==> src/hw/dioc_regs.svh <==
// Register offsets, reset values and timing constants of the digital I/O block.
`ifndef DIOC_REGS_SVH
`define DIOC_REGS_SVH
`define DIOC_OFF_ALT_MASK     4'h0
`define DIOC_OFF_DIR_MASK     4'h1
`define DIOC_OFF_PULL_MASK    4'h2
`define DIOC_OFF_IN_IMAGE     4'h3
`define DIOC_OFF_OUT_IMAGE    4'h4
`define DIOC_OFF_SPEC_EN      4'h5
`define DIOC_OFF_INVERT       4'h6
`define DIOC_OFF_FORCE_EN     4'h7
`define DIOC_OFF_FORCE_VAL    4'h8
`define DIOC_OFF_RAW          4'h9
`define DIOC_OFF_MODE         4'ha
`define DIOC_RST_ZERO32       32'h0000_0000
`define DIOC_RST_ZERO16       16'h0000
`define DIOC_LEVEL_BASE       16
`define DIOC_ALT_CLK_BIT      1
`define DIOC_ALT_DIR_BIT      2
`define DIOC_NUM_PINS         6
`define DIOC_NUM_FLEX         4
`define DIOC_SAMPLE_NS        1000000
`define DIOC_CLK_NS           10
`define DIOC_SAMPLE_CYCLES    (`DIOC_SAMPLE_NS / `DIOC_CLK_NS)
`endif

==> src/hw/dioc_pkg.sv <==
// Types shared by the digital I/O block.
package dioc_pkg;
  typedef enum logic [0:0] {
    DIOC_BUS_IDLE,
    DIOC_BUS_ANSWER
  } dioc_bus_e;
  typedef logic [5:0] dioc_pins_t;
endpackage

==> src/hw/dioc_digital_io.sv <==
// Digital I/O pin configuration and input conditioning with an Avalon-MM slave.
//
// Contract
// - Alt bit1 clock on pin2, bit2 direction pin3.
// - Without alt function, clock/direction pins unusable; the code still uses them as conditioned inputs.
// - Stepping mode forces pins, overwrites pin config.
// - Direction mask bit: 0 input, 1 output.
// - Pull mask: 0 pulldown, 1 pullup, inputs only.
// - Each I/O: special bit low, level high.
// - Level bit of I/O n at 15+n.
// - Output pins 1-4 still readable at 16-19.
// - Sample each millisecond, ignore shorter glitches.
// - Special enable gates low bits only.
// - Bits: negative, positive limit, home, interlock.
// - Inversion selects normally closed, not clock/direction.
// - Force enable substitutes force value for pin.
// - Raw value shows sampled levels unchanged.
// - Input 1 level bit shows full computed state.
// - Six pins, only first four outputs; the code drives pins 1 and 4 only.
`timescale 1ns/100ps
`default_nettype none
`include "dioc_regs.svh"
module dioc_digital_io
  import dioc_pkg::*;
(
  // Clock and synchronous reset.
  input  wire logic        clk,
  input  wire logic        rst_n,
  // Avalon-MM register slave.
  input  wire logic [3:0]  avs_address,
  input  wire logic        avs_read,
  input  wire logic        avs_write,
  input  wire logic [31:0] avs_writedata,
  input  wire logic [3:0]  avs_byteenable,
  output logic      [31:0] avs_readdata,
  output logic             avs_waitrequest,
  output logic      [1:0]  avs_response,
  // Pins: input levels, drive values and enables, pull selection.
  input  wire logic [5:0]  pin_in,
  output logic      [3:0]  pin_out,
  output logic      [3:0]  pin_oe,
  output logic      [5:0]  pin_pull_up,
  // Step clock and direction towards the stepping logic.
  output logic             step_clock,
  output logic             step_direction,
  // Special functions towards motion control.
  output logic             limit_negative,
  output logic             limit_positive,
  output logic             home_switch,
  output logic             interlock_release,
  output logic             brake_request
);

  // Software state.
  logic [15:0] alternate_function_mask, next_alt;
  logic [15:0] pin_direction_mask, next_dir;
  logic [15:0] pin_pull_mask, next_pull;
  logic [31:0] output_image, next_out_img;
  logic [31:0] input_special_enable, next_spec;
  logic [31:0] input_invert, next_inv;
  logic [31:0] input_force_enable, next_fen;
  logic [31:0] input_force_value, next_fval;
  logic        step_mode, next_step_mode;
  // Bus state.
  dioc_bus_e   bus_state, next_bus_state;
  logic [31:0] next_rdata;
  logic [1:0]  next_resp;
  // Sampling state.
  logic [5:0]  sync1, sync2, sync3;
  logic [5:0]  stable, next_stable;
  logic [5:0]  input_raw_value, next_raw;
  logic [16:0] tick_cnt, next_tick_cnt;
  logic        tick;
  // Conditioned inputs.
  logic [5:0]  forced, cond;
  logic [5:0]  eff_dir, eff_alt, drives;
  logic [31:0] input_image;

  // Stepping mode takes over the clock and direction pins regardless of software masks.
  always_comb begin
    eff_alt = alternate_function_mask[5:0];
    eff_dir = {2'b00, pin_direction_mask[3:0]};
    if (step_mode) begin
      eff_alt[`DIOC_ALT_CLK_BIT] = 1'b1;
      eff_alt[`DIOC_ALT_DIR_BIT] = 1'b1;
    end
    if (eff_alt[`DIOC_ALT_CLK_BIT]) begin
      eff_dir[`DIOC_ALT_CLK_BIT] = 1'b0;
    end
    if (eff_alt[`DIOC_ALT_DIR_BIT]) begin
      eff_dir[`DIOC_ALT_DIR_BIT] = 1'b0;
    end
    // Pins 2 and 3 never drive, with or without their alternate role; they stay conditioned inputs.
    drives = eff_dir;
    drives[`DIOC_ALT_CLK_BIT] = 1'b0;
    drives[`DIOC_ALT_DIR_BIT] = 1'b0;
  end

  // Pin drivers; pull applies only to pins that are inputs.
  always_comb begin
    pin_oe  = drives[3:0];
    pin_out = output_image[`DIOC_LEVEL_BASE +: 4] & drives[3:0];
    pin_pull_up = pin_pull_mask[5:0] & ~eff_dir;
    brake_request = output_image[0];
  end

  // Three-stage synchroniser on the pin levels.
  always_ff @(posedge clk) begin
    if (!rst_n) begin
      sync1 <= 6'h00;
      sync2 <= 6'h00;
      sync3 <= 6'h00;
    end else begin
      sync1 <= pin_in;
      sync2 <= sync1;
      sync3 <= sync2;
    end
  end

  // Millisecond tick and filtering: a level counts once agreed and held at two ticks.
  always_comb begin
    tick          = (tick_cnt == 17'(`DIOC_SAMPLE_CYCLES - 1));
    next_tick_cnt = tick ? 17'h00000 : tick_cnt + 17'h00001;
    next_stable   = stable;
    next_raw      = input_raw_value;
    if (tick) begin
      next_stable = sync3;
      next_raw    = input_raw_value;
      for (int i = 0; i < `DIOC_NUM_PINS; i++) begin
        if ((sync2[i] == sync3[i]) && (sync3[i] == stable[i])) begin
          next_raw[i] = sync3[i];
        end
      end
    end
  end

  always_ff @(posedge clk) begin
    if (!rst_n) begin
      tick_cnt        <= 17'h00000;
      stable          <= 6'h00;
      input_raw_value <= 6'h00;
    end else begin
      tick_cnt        <= next_tick_cnt;
      stable          <= next_stable;
      input_raw_value <= next_raw;
    end
  end

  // Conditioning per input: raw, force, invert, then gate the special bit.
  generate
    for (genvar g = 0; g < `DIOC_NUM_PINS; g++) begin : g_cond
      assign forced[g] = input_force_enable[g] ? input_force_value[g]
                                               : input_raw_value[g];
      assign cond[g] = (eff_alt[g] && (g == `DIOC_ALT_CLK_BIT || g == `DIOC_ALT_DIR_BIT))
                     ? forced[g] : forced[g] ^ input_invert[g];
    end
  endgenerate

  // Input image: special bits low, levels high; driven pins report their drive.
  always_comb begin
    input_image = `DIOC_RST_ZERO32;
    for (int i = 0; i < `DIOC_NUM_PINS; i++) begin
      input_image[i] = cond[i] & input_special_enable[i];
      input_image[`DIOC_LEVEL_BASE + i] = cond[i];
    end
    for (int i = 0; i < `DIOC_NUM_FLEX; i++) begin
      if (drives[i]) begin
        input_image[`DIOC_LEVEL_BASE + i] = output_image[`DIOC_LEVEL_BASE + i];
      end
    end
  end

  // Special functions and step signals.
  always_comb begin
    limit_negative    = input_image[0];
    limit_positive    = input_image[1];
    home_switch       = input_image[2];
    interlock_release = input_image[3];
    step_clock        = eff_alt[`DIOC_ALT_CLK_BIT] & cond[`DIOC_ALT_CLK_BIT];
    step_direction    = eff_alt[`DIOC_ALT_DIR_BIT] & cond[`DIOC_ALT_DIR_BIT];
  end

  // Register bus: one wait cycle, then answer with data and response.
  function automatic logic [31:0] merge(input logic [31:0] old, input logic [31:0] wd,
                                        input logic [3:0] be);
    logic [31:0] r;
    r = old;
    for (int b = 0; b < 4; b++) begin
      if (be[b]) begin
        r[b*8 +: 8] = wd[b*8 +: 8];
      end
    end
    return r;
  endfunction

  always_comb begin
    next_alt       = alternate_function_mask;
    next_dir       = pin_direction_mask;
    next_pull      = pin_pull_mask;
    next_out_img   = output_image;
    next_spec      = input_special_enable;
    next_inv       = input_invert;
    next_fen       = input_force_enable;
    next_fval      = input_force_value;
    next_step_mode = step_mode;
    next_bus_state = DIOC_BUS_IDLE;
    next_rdata     = avs_readdata;
    next_resp      = 2'h0;
    if (bus_state == DIOC_BUS_IDLE && (avs_read || avs_write)) begin
      next_bus_state = DIOC_BUS_ANSWER;
      next_rdata     = `DIOC_RST_ZERO32;
      unique case (avs_address)
        `DIOC_OFF_ALT_MASK:  next_rdata = {16'h0000, alternate_function_mask};
        `DIOC_OFF_DIR_MASK:  next_rdata = {16'h0000, pin_direction_mask};
        `DIOC_OFF_PULL_MASK: next_rdata = {16'h0000, pin_pull_mask};
        `DIOC_OFF_IN_IMAGE:  next_rdata = input_image;
        `DIOC_OFF_OUT_IMAGE: next_rdata = output_image;
        `DIOC_OFF_SPEC_EN:   next_rdata = input_special_enable;
        `DIOC_OFF_INVERT:    next_rdata = input_invert;
        `DIOC_OFF_FORCE_EN:  next_rdata = input_force_enable;
        `DIOC_OFF_FORCE_VAL: next_rdata = input_force_value;
        `DIOC_OFF_RAW:       next_rdata = {26'h0000000, input_raw_value};
        `DIOC_OFF_MODE:      next_rdata = {31'h00000000, step_mode};
        default:             next_resp  = 2'h2;
      endcase
      if (avs_write) begin
        next_rdata = `DIOC_RST_ZERO32;
        unique case (avs_address)
          `DIOC_OFF_ALT_MASK:  next_alt  = 16'(merge({16'h0000, alternate_function_mask},
                                                     avs_writedata,
                                                     avs_byteenable));
          `DIOC_OFF_DIR_MASK:  next_dir  = 16'(merge({16'h0000, pin_direction_mask},
                                                     avs_writedata,
                                                     avs_byteenable));
          `DIOC_OFF_PULL_MASK: next_pull = 16'(merge({16'h0000, pin_pull_mask},
                                                     avs_writedata,
                                                     avs_byteenable));
          `DIOC_OFF_OUT_IMAGE: next_out_img = merge(output_image, avs_writedata,
                                                    avs_byteenable);
          `DIOC_OFF_SPEC_EN:   next_spec = merge(input_special_enable, avs_writedata,
                                                 avs_byteenable);
          `DIOC_OFF_INVERT:    next_inv  = merge(input_invert, avs_writedata,
                                                 avs_byteenable);
          `DIOC_OFF_FORCE_EN:  next_fen  = merge(input_force_enable, avs_writedata,
                                                 avs_byteenable);
          `DIOC_OFF_FORCE_VAL: next_fval = merge(input_force_value, avs_writedata,
                                                 avs_byteenable);
          `DIOC_OFF_MODE: begin
            if (avs_byteenable[0]) begin
              next_step_mode = avs_writedata[0];
            end
          end
          `DIOC_OFF_IN_IMAGE, `DIOC_OFF_RAW: next_resp = 2'h0;
          default: next_resp = 2'h2;
        endcase
        // Entering stepping mode overwrites the pin configuration.
        if (avs_address == `DIOC_OFF_MODE && avs_byteenable[0] && avs_writedata[0]) begin
          next_alt[`DIOC_ALT_CLK_BIT] = 1'b1;
          next_alt[`DIOC_ALT_DIR_BIT] = 1'b1;
          next_dir[`DIOC_ALT_CLK_BIT] = 1'b0;
          next_dir[`DIOC_ALT_DIR_BIT] = 1'b0;
        end
      end
    end
    next_dir[15:4] = 12'h000;
  end

  // Waitrequest drops only in the answer cycle.
  assign avs_waitrequest = (bus_state != DIOC_BUS_ANSWER);

  always_ff @(posedge clk) begin
    if (!rst_n) begin
      alternate_function_mask <= `DIOC_RST_ZERO16;
      pin_direction_mask      <= `DIOC_RST_ZERO16;
      pin_pull_mask           <= `DIOC_RST_ZERO16;
      output_image            <= `DIOC_RST_ZERO32;
      input_special_enable    <= `DIOC_RST_ZERO32;
      input_invert            <= `DIOC_RST_ZERO32;
      input_force_enable      <= `DIOC_RST_ZERO32;
      input_force_value       <= `DIOC_RST_ZERO32;
      step_mode               <= 1'b0;
      bus_state               <= DIOC_BUS_IDLE;
      avs_readdata            <= `DIOC_RST_ZERO32;
      avs_response            <= 2'h0;
    end else begin
      alternate_function_mask <= next_alt;
      pin_direction_mask      <= next_dir;
      pin_pull_mask           <= next_pull;
      output_image            <= next_out_img;
      input_special_enable    <= next_spec;
      input_invert            <= next_inv;
      input_force_enable      <= next_fen;
      input_force_value       <= next_fval;
      step_mode               <= next_step_mode;
      bus_state               <= next_bus_state;
      avs_readdata            <= next_rdata;
      avs_response            <= next_resp;
    end
  end
endmodule
`default_nettype wire

==> config.mk <==
export PLATFORM = sky130hd
export DESIGN_NAME = dioc_digital_io
export DESIGN_NICKNAME = d
export VERILOG_FILES = /design/src/hw/dioc_pkg.sv /design/src/hw/dioc_digital_io.sv
export VERILOG_INCLUDE_DIRS = /design/src /design/src/hw
export SDC_FILE = /design/constraint.sdc
export NUM_CORES = 1
export LEC_CHECK = 0
export BUFFER_PORTS_ARGS = -buffer_cell sky130_fd_sc_hd__clkbuf_2
export CORE_UTILIZATION = 45
export DETAILED_ROUTE_END_ITERATION = 6
export GPL_ROUTABILITY_DRIVEN = 0
export MAX_ROUTING_LAYER = met4
export PLACE_DENSITY = 0.59
export RECOVER_POWER = 25
export REMOVE_ABC_BUFFERS = 1
export SYNTH_ARGS = -nofsm -noshare
export SYNTH_HDL_FRONTEND = slang
export SYNTH_SLANG_ARGS = --single-unit
==> constraint.sdc <==
create_clock -name clk -period 4.7 [get_ports clk]
set_input_delay 0.235 -clock clk [delete_from_list [all_inputs] [get_ports clk]]
set_output_delay 0.235 -clock clk [all_outputs]
set_load 0.01 [all_outputs]
* Word-level counts from Yosys, hierarchy flattened *
Cells that the tools add are included.

operators by class
  multiplexer cells = 26
  eq/ne operators = 23
  reduce and logical (&&, ||, !) cells = 53
  bitwise gates (word level) = 19
  $add $sub $neg = 1

operator list
  operator                                        number
  case mux 32 bit (11 select lines)               1
  AND reduction 4 bit                             28
  two-way mux 32 bit                              1
  adder 17 x 1 -> 17 bit (second input constant)  1
  == test 17 bit (second input constant)          1
  == test 4 x 3 -> 1 bit (second input constant)  4
  two-way mux 16 bit                              1
  two-way mux 8 bit                               2
  AND reduction 2 bit                             7
  two-way mux 1 bit                               13
  == test 1 bit                                   12
  == test 4 bit (second input constant)           3
  OR reduction 11 bit                             1
  two-way mux 2 bit                               5
  logical AND 1 bit                               9
  OR reduction 9 bit                              1
  bitwise AND 1 bit                               8
  == test 4 x 2 -> 1 bit (second input constant)  2
  bitwise AND 6 bit                               1
  two-way mux 3 bit                               2
  NOT 4 -> 6 bit                                  1
  nonzero test 2 bit                              3
  XOR 1 bit                                       6
  bitwise AND 4 bit                               1
  other kinds (6)                                 8

word-level totals
  register bits after elaboration = 291
  word-level logic and storage cells = 165
  output and inout port bits = 56

* Logic depth before layout (Yosys ltp) *
  depth after elaboration = 6
  mapped depth = 8

* Worst setup path after synthesis *
No wires, ideal clock.

  path kind = register to register
  start point = register tick_cnt[0]
  end point = register tick_cnt[2]
  arrival = 1538 ps
  data required time = 4585 ps
  stages on the path, launching flop included = 8
  library setup time = 115 ps
  path buffers = 2
  path slack = 3048 ps
  path through = dfxtp_1 > ha_1 > and4_1 > buf_2 > nand2_1 > o21ai_2 > buf_6 > nor2_1

between the ends
  word-level cells in the longest chain between the ends = 2
  elaborated cells between the ends (all ways) = 3
  those cells by class = add/sub (1); eq/ne (1); reduce/logical (1)

RTL lines
  what                                                                            RTL line                RTL
  start: declaration                                                              dioc_digital_io.sv:72   logic [16:0] tick_cnt, next_tick_cnt;
  start signal: assignment                                                        dioc_digital_io.sv:143  tick_cnt <= next_tick_cnt;
  parallel branches: the longest is 2 deep, another holds adder 17 x 1 -> 17 bit  -

Parallel ways; which one is timed is not known.
A chain may end at the register's enable or synchronous reset.

* Worst setup path after layout *
  start point = input port rst_n
  end point = register alternate_function_mask[2]

RTL lines
  what                    RTL line                RTL
  start: declaration      dioc_digital_io.sv:28   input wire logic rst_n,
  end signal: assignment  dioc_digital_io.sv:273  alternate_function_mask <= `DIOC_RST_ZERO16;
  end signal: assignment  dioc_digital_io.sv:286  alternate_function_mask <= next_alt;
  end: declaration        dioc_digital_io.sv:55   logic [15:0] alternate_function_mask, next_alt;

No word-level cell between the ends.

==> impl_metrics.csv <==
group,metric,value,unit
run_status,status,"complete, but fails checks",
run_status,failed_checks,"design-rule violations, max-capacitance violations, max-slew violations",
detailed_routing,first_pass_iters,7,
placement,io_buffers,100,
clock_tree,clk_latency,0.55,ns
timing,fin_crit_sh,61.5,%
floorplanning,ios,106,
timing,hold_viol,0,
final_layout,nFillCells,2707,
clock_tree,cts_buffers,31,
setup_path,path_cells,"clkbuf_1 > clkbuf_1 > inv_6 > buf_12 > a211oi_1",
placement,placed_area,13200,sq um
final_layout,fin_util,52.2,%
timing,slew_headroom,-22.1,%
timing,finalMaxSlewViolations,40,
setup_path,critPathMostFrequentCell,"clkbuf_1",
final_layout,register_area,5570,sq um
synthesis,syn-instance-count,1408,
synthesis,synthTopCellsByArea,"dfxtp_1 (44%), mux2i_1 (11%), a21oi_1 (4.9%), nor2_1 (4.1%), nand2_1 (3.8%)",
power_and_ir_drop,peakVddDrop,0.311,mV
synthesis,synth_area_leader_cell,"dfxtp_1",
detailed_routing,detail_route.wl_per_cell,20.2,microns
worst_hold_path,min_path_cells,3,
floorplanning,start_util,45.6,%
detailed_routing,drc_errors,2,
grt,grt_usage,26.8,%
timing,min_period,2.89,ns
floorplanning,die_y,170,microns
final_layout,final_cell_area,14500,sq um
setup_path,worstSetupStartpointType,"input port",
grt,grt_pass1_wl,58.9,mm
detailed_routing,first_iter_violations,948,
setup_path,crit_slowest_cell,"clkbuf_1",
grt,grt.overflow.total,0,
timing,fmax,346,MHz
setup_path,r2r_slack,2.26,ns
synthesis,synth.top_cell.area_share,43.9,%
setup_path,r2r_end,"input_force_value[2]",
setup_path,r2r-start,"bus_state",
setup_path,critPathKind,"in -> reg",
timing,setup_tns,0,ns
run,maxCapViolCount,1,
floorplanning,core-area,27800,sq um
clock_tree,cts_sinks,278,
final_layout,areaGrowthSynthToFinish,14.4,%
timing,tightest_slew,1.83,ns
final_layout,nNetsFinal,1522,
timing,clock_skew,0.0121,ns
detailed_routing,viasPerCell,5.83,
setup_path,critPathArrivalTime,3.35,ns
final_layout,multiInputGateArea,6500,sq um
synthesis,seq_area_frac_synth,43.9,%
clock_tree,cts-resized-gates,0,
synthesis,async_flop_share,0,%
synthesis,synthFlopType,"dfxtp_1",
setup_path,crit_fanout,108,
setup_path,critical-path-max-stage-delay,1.36,ns
grt,antenna_found_initial,0,
synthesis,yosysWarnings,0,
worst_hold_path,min_from,"avs_writedata[8]",
clock_tree,htreeDepth,1,
floorplanning,die_area,28900,sq um
detailed_routing,wirelength,37.9,mm
grt,grt_max_degree,109,
worst_hold_path,hp-class,"in -> reg",
placement,dp.cells,1792,
clock_tree,cts_tree,"done",
detailed_routing,antenna_left,0,
clock_tree,root_buffer,"clkbuf_16",
floorplanning,die_w,170,microns
grt,grt_pass1_vias,10200,
synthesis,synth-edff-count,0,
setup_path,r2r_cells,5,
setup_path,endpoint_kind,"register",
synthesis,syn_area,12700,sq um
floorplanning,rows,61,
clock_tree,clock_path_buffers,3,
final_layout,drive_gt1_share,11.7,%
timing,grt_setup_unrepaired,"no",
final_layout,instances_no_fill,1873,
synthesis,avgSynthCellArea,9.01,sq um
setup_path,required,5.16,ns
timing,setup_viol,0,
synthesis,ys_ff_latch,278,
power_and_ir_drop,power_density,361,nW/um^2
placement,place_hpwl,24.0,mm
synthesis,ys_types,87,
clock_tree,clk_pin_slew,0.06,ns
worst_hold_path,holdPathEnd,"input_force_enable[8]",
power_and_ir_drop,p_leak,0.00535,uW
final_layout,antennaDiodeCount,0,
detailed_routing,vias,10900,
-- layout by cell type, fill, tap and decap left out, types with 24 or more instances in the layout --
cell type and n:
and2_1 30, clkbuf_16 31, a21oi_1 124, nand3_1 58, dfxtp_1 278, dlygate4sd3_1 24
mux2i_1 140, clkbuf_1 49, clkbuf_2 54, nor2_1 137, o21ai_0 89, nand2_1 128
-- metal layers --
metal	track usage, %	vias to the layer above	share of wire, %
met2	41.7	392	46
met4	7.32	0	2.1
met1	36.2	5315	45
met5	-	-	0
met3	3.74	62	7.2
li1	-	5157	-
-- sequential cells by signal, summed over array words and instances, names as in the netlist, 16 cells and up --
name                     count
input_special_enable        32
output_image                32
avs_readdata                32
input_force_value           32
input_force_enable          32
tick_cnt                    17
input_invert                32
alternate_function_mask     16
pin_pull_mask               16
-- logic make-up (layout without fill, tap and decap cells) --
logic type | Yosys count | count (layout) | share of synthesized area, %
AOI/OAI and AO/OA | 336 | 336 | 16.4
xor gates and xnor gates | 17 | 17 | 1.17
adders and majority gates | 1 | 1 | 0.0987
buffers and inverters | 126 | 209 | 5.08
DFF | 278 | 278 | 43.9
muxes | 155 | 155 | 12.6
other | 1 | 5 | 0.0296
and+or+nand+nor | 494 | 494 | 20.7
-- report_power, final --
part / leakage, uW / internal (uW) / switching [uW] / total [uW]
Clock: 0.000541 / 1540 / 976 / 2520
Combinational: 0.00257 / 92.5 / 240 / 332
Sequential: 0.00224 / 2380 / 14.2 / 2390
Total: 0.00535 / 4010 / 1230 / 5240
-- Yosys cell counts, types with 5 or more instances --
cell type and number:
nor3_4 5, nand2_1 128, and3b_1 6, inv_1 11, clkbuf_1 50, a31oi_1 5
a221oi_1 7, dfxtp_1 278, a22o_1 9, a32oi_1 10, xnor2_1 11, o2bb2ai_1 5
mux2_2 11, nand3_2 6, or3_1 6, nor2_1 137, a41oi_1 9, nand3b_1 15
buf_2 37, and3_1 17, a211oi_1 8, a21oi_1 124, o21ai_1 6, nor3_1 14
nand4_1 6, o22ai_1 10, nand4b_1 5, nand3_1 58, mux2i_1 140, a22oi_1 13
and2_1 36, buf_4 19, buf_6 7, nor2b_1 9, o21ai_0 89, xor2_1 6
-- stage by stage --
| step | worst slack, ns | power [uW] | hold WS (ns) |
|---|---|---|---|
| after floorplan | 0.908 | 2570 | 0.331 |
| after global placement | 1.79 | 2750 | 0.414 |
| final | 1.81 | 5240 | 0.0194 |
| after CTS | 2.29 | 5270 | 0.000330 |
| after global routing | 1.52 | 5400 | 0.0205 |
| after detailed placement | 1.73 | 2760 | 0.417 |
-- repair_timing --
| item | 4_1_cts | 5_1_grt |
|---|---|---|
| setup buffers | 0 | 0 |
| hold buffers | 24 | 0 |
| endpoints found under the hold margin | 44 | 0 |
-- final cells by class --
class / instances / share of cell area, %
Tap cell: 378 / 3.26
Clock inverter: 12 / 0.992
Inverter: 11 / 0.319
Clock buffer: 45 / 6.47
Timing Repair Buffer: 141 / 5.76
Sequential cell: 278 / 38.4
Multi-Input combinational cell: 1008 / 44.8
-- worst max-delay path by stage --
stage,cells after the start,to,startpoint,slack [ns]
floorplan,3,avs_response[1],rst_n,0.91
finish,5,alternate_function_mask[2],rst_n,1.81
CTS,5,input_force_value[4],bus_state,2.29
global route,5,alternate_function_mask[2],rst_n,1.52
global placement,6,avs_readdata[16],avs_address[3],1.79
detailed placement,5,input_invert[4],avs_address[2],1.73
-- worst max-delay path: cells and delay by family --
family | cells | cell delay [ns]
buffers and inverters | 4 | 2.82
AO/OA/AOI/OAI | 1 | 0.22
Note: power is estimated with default switching activity, not from simulation.
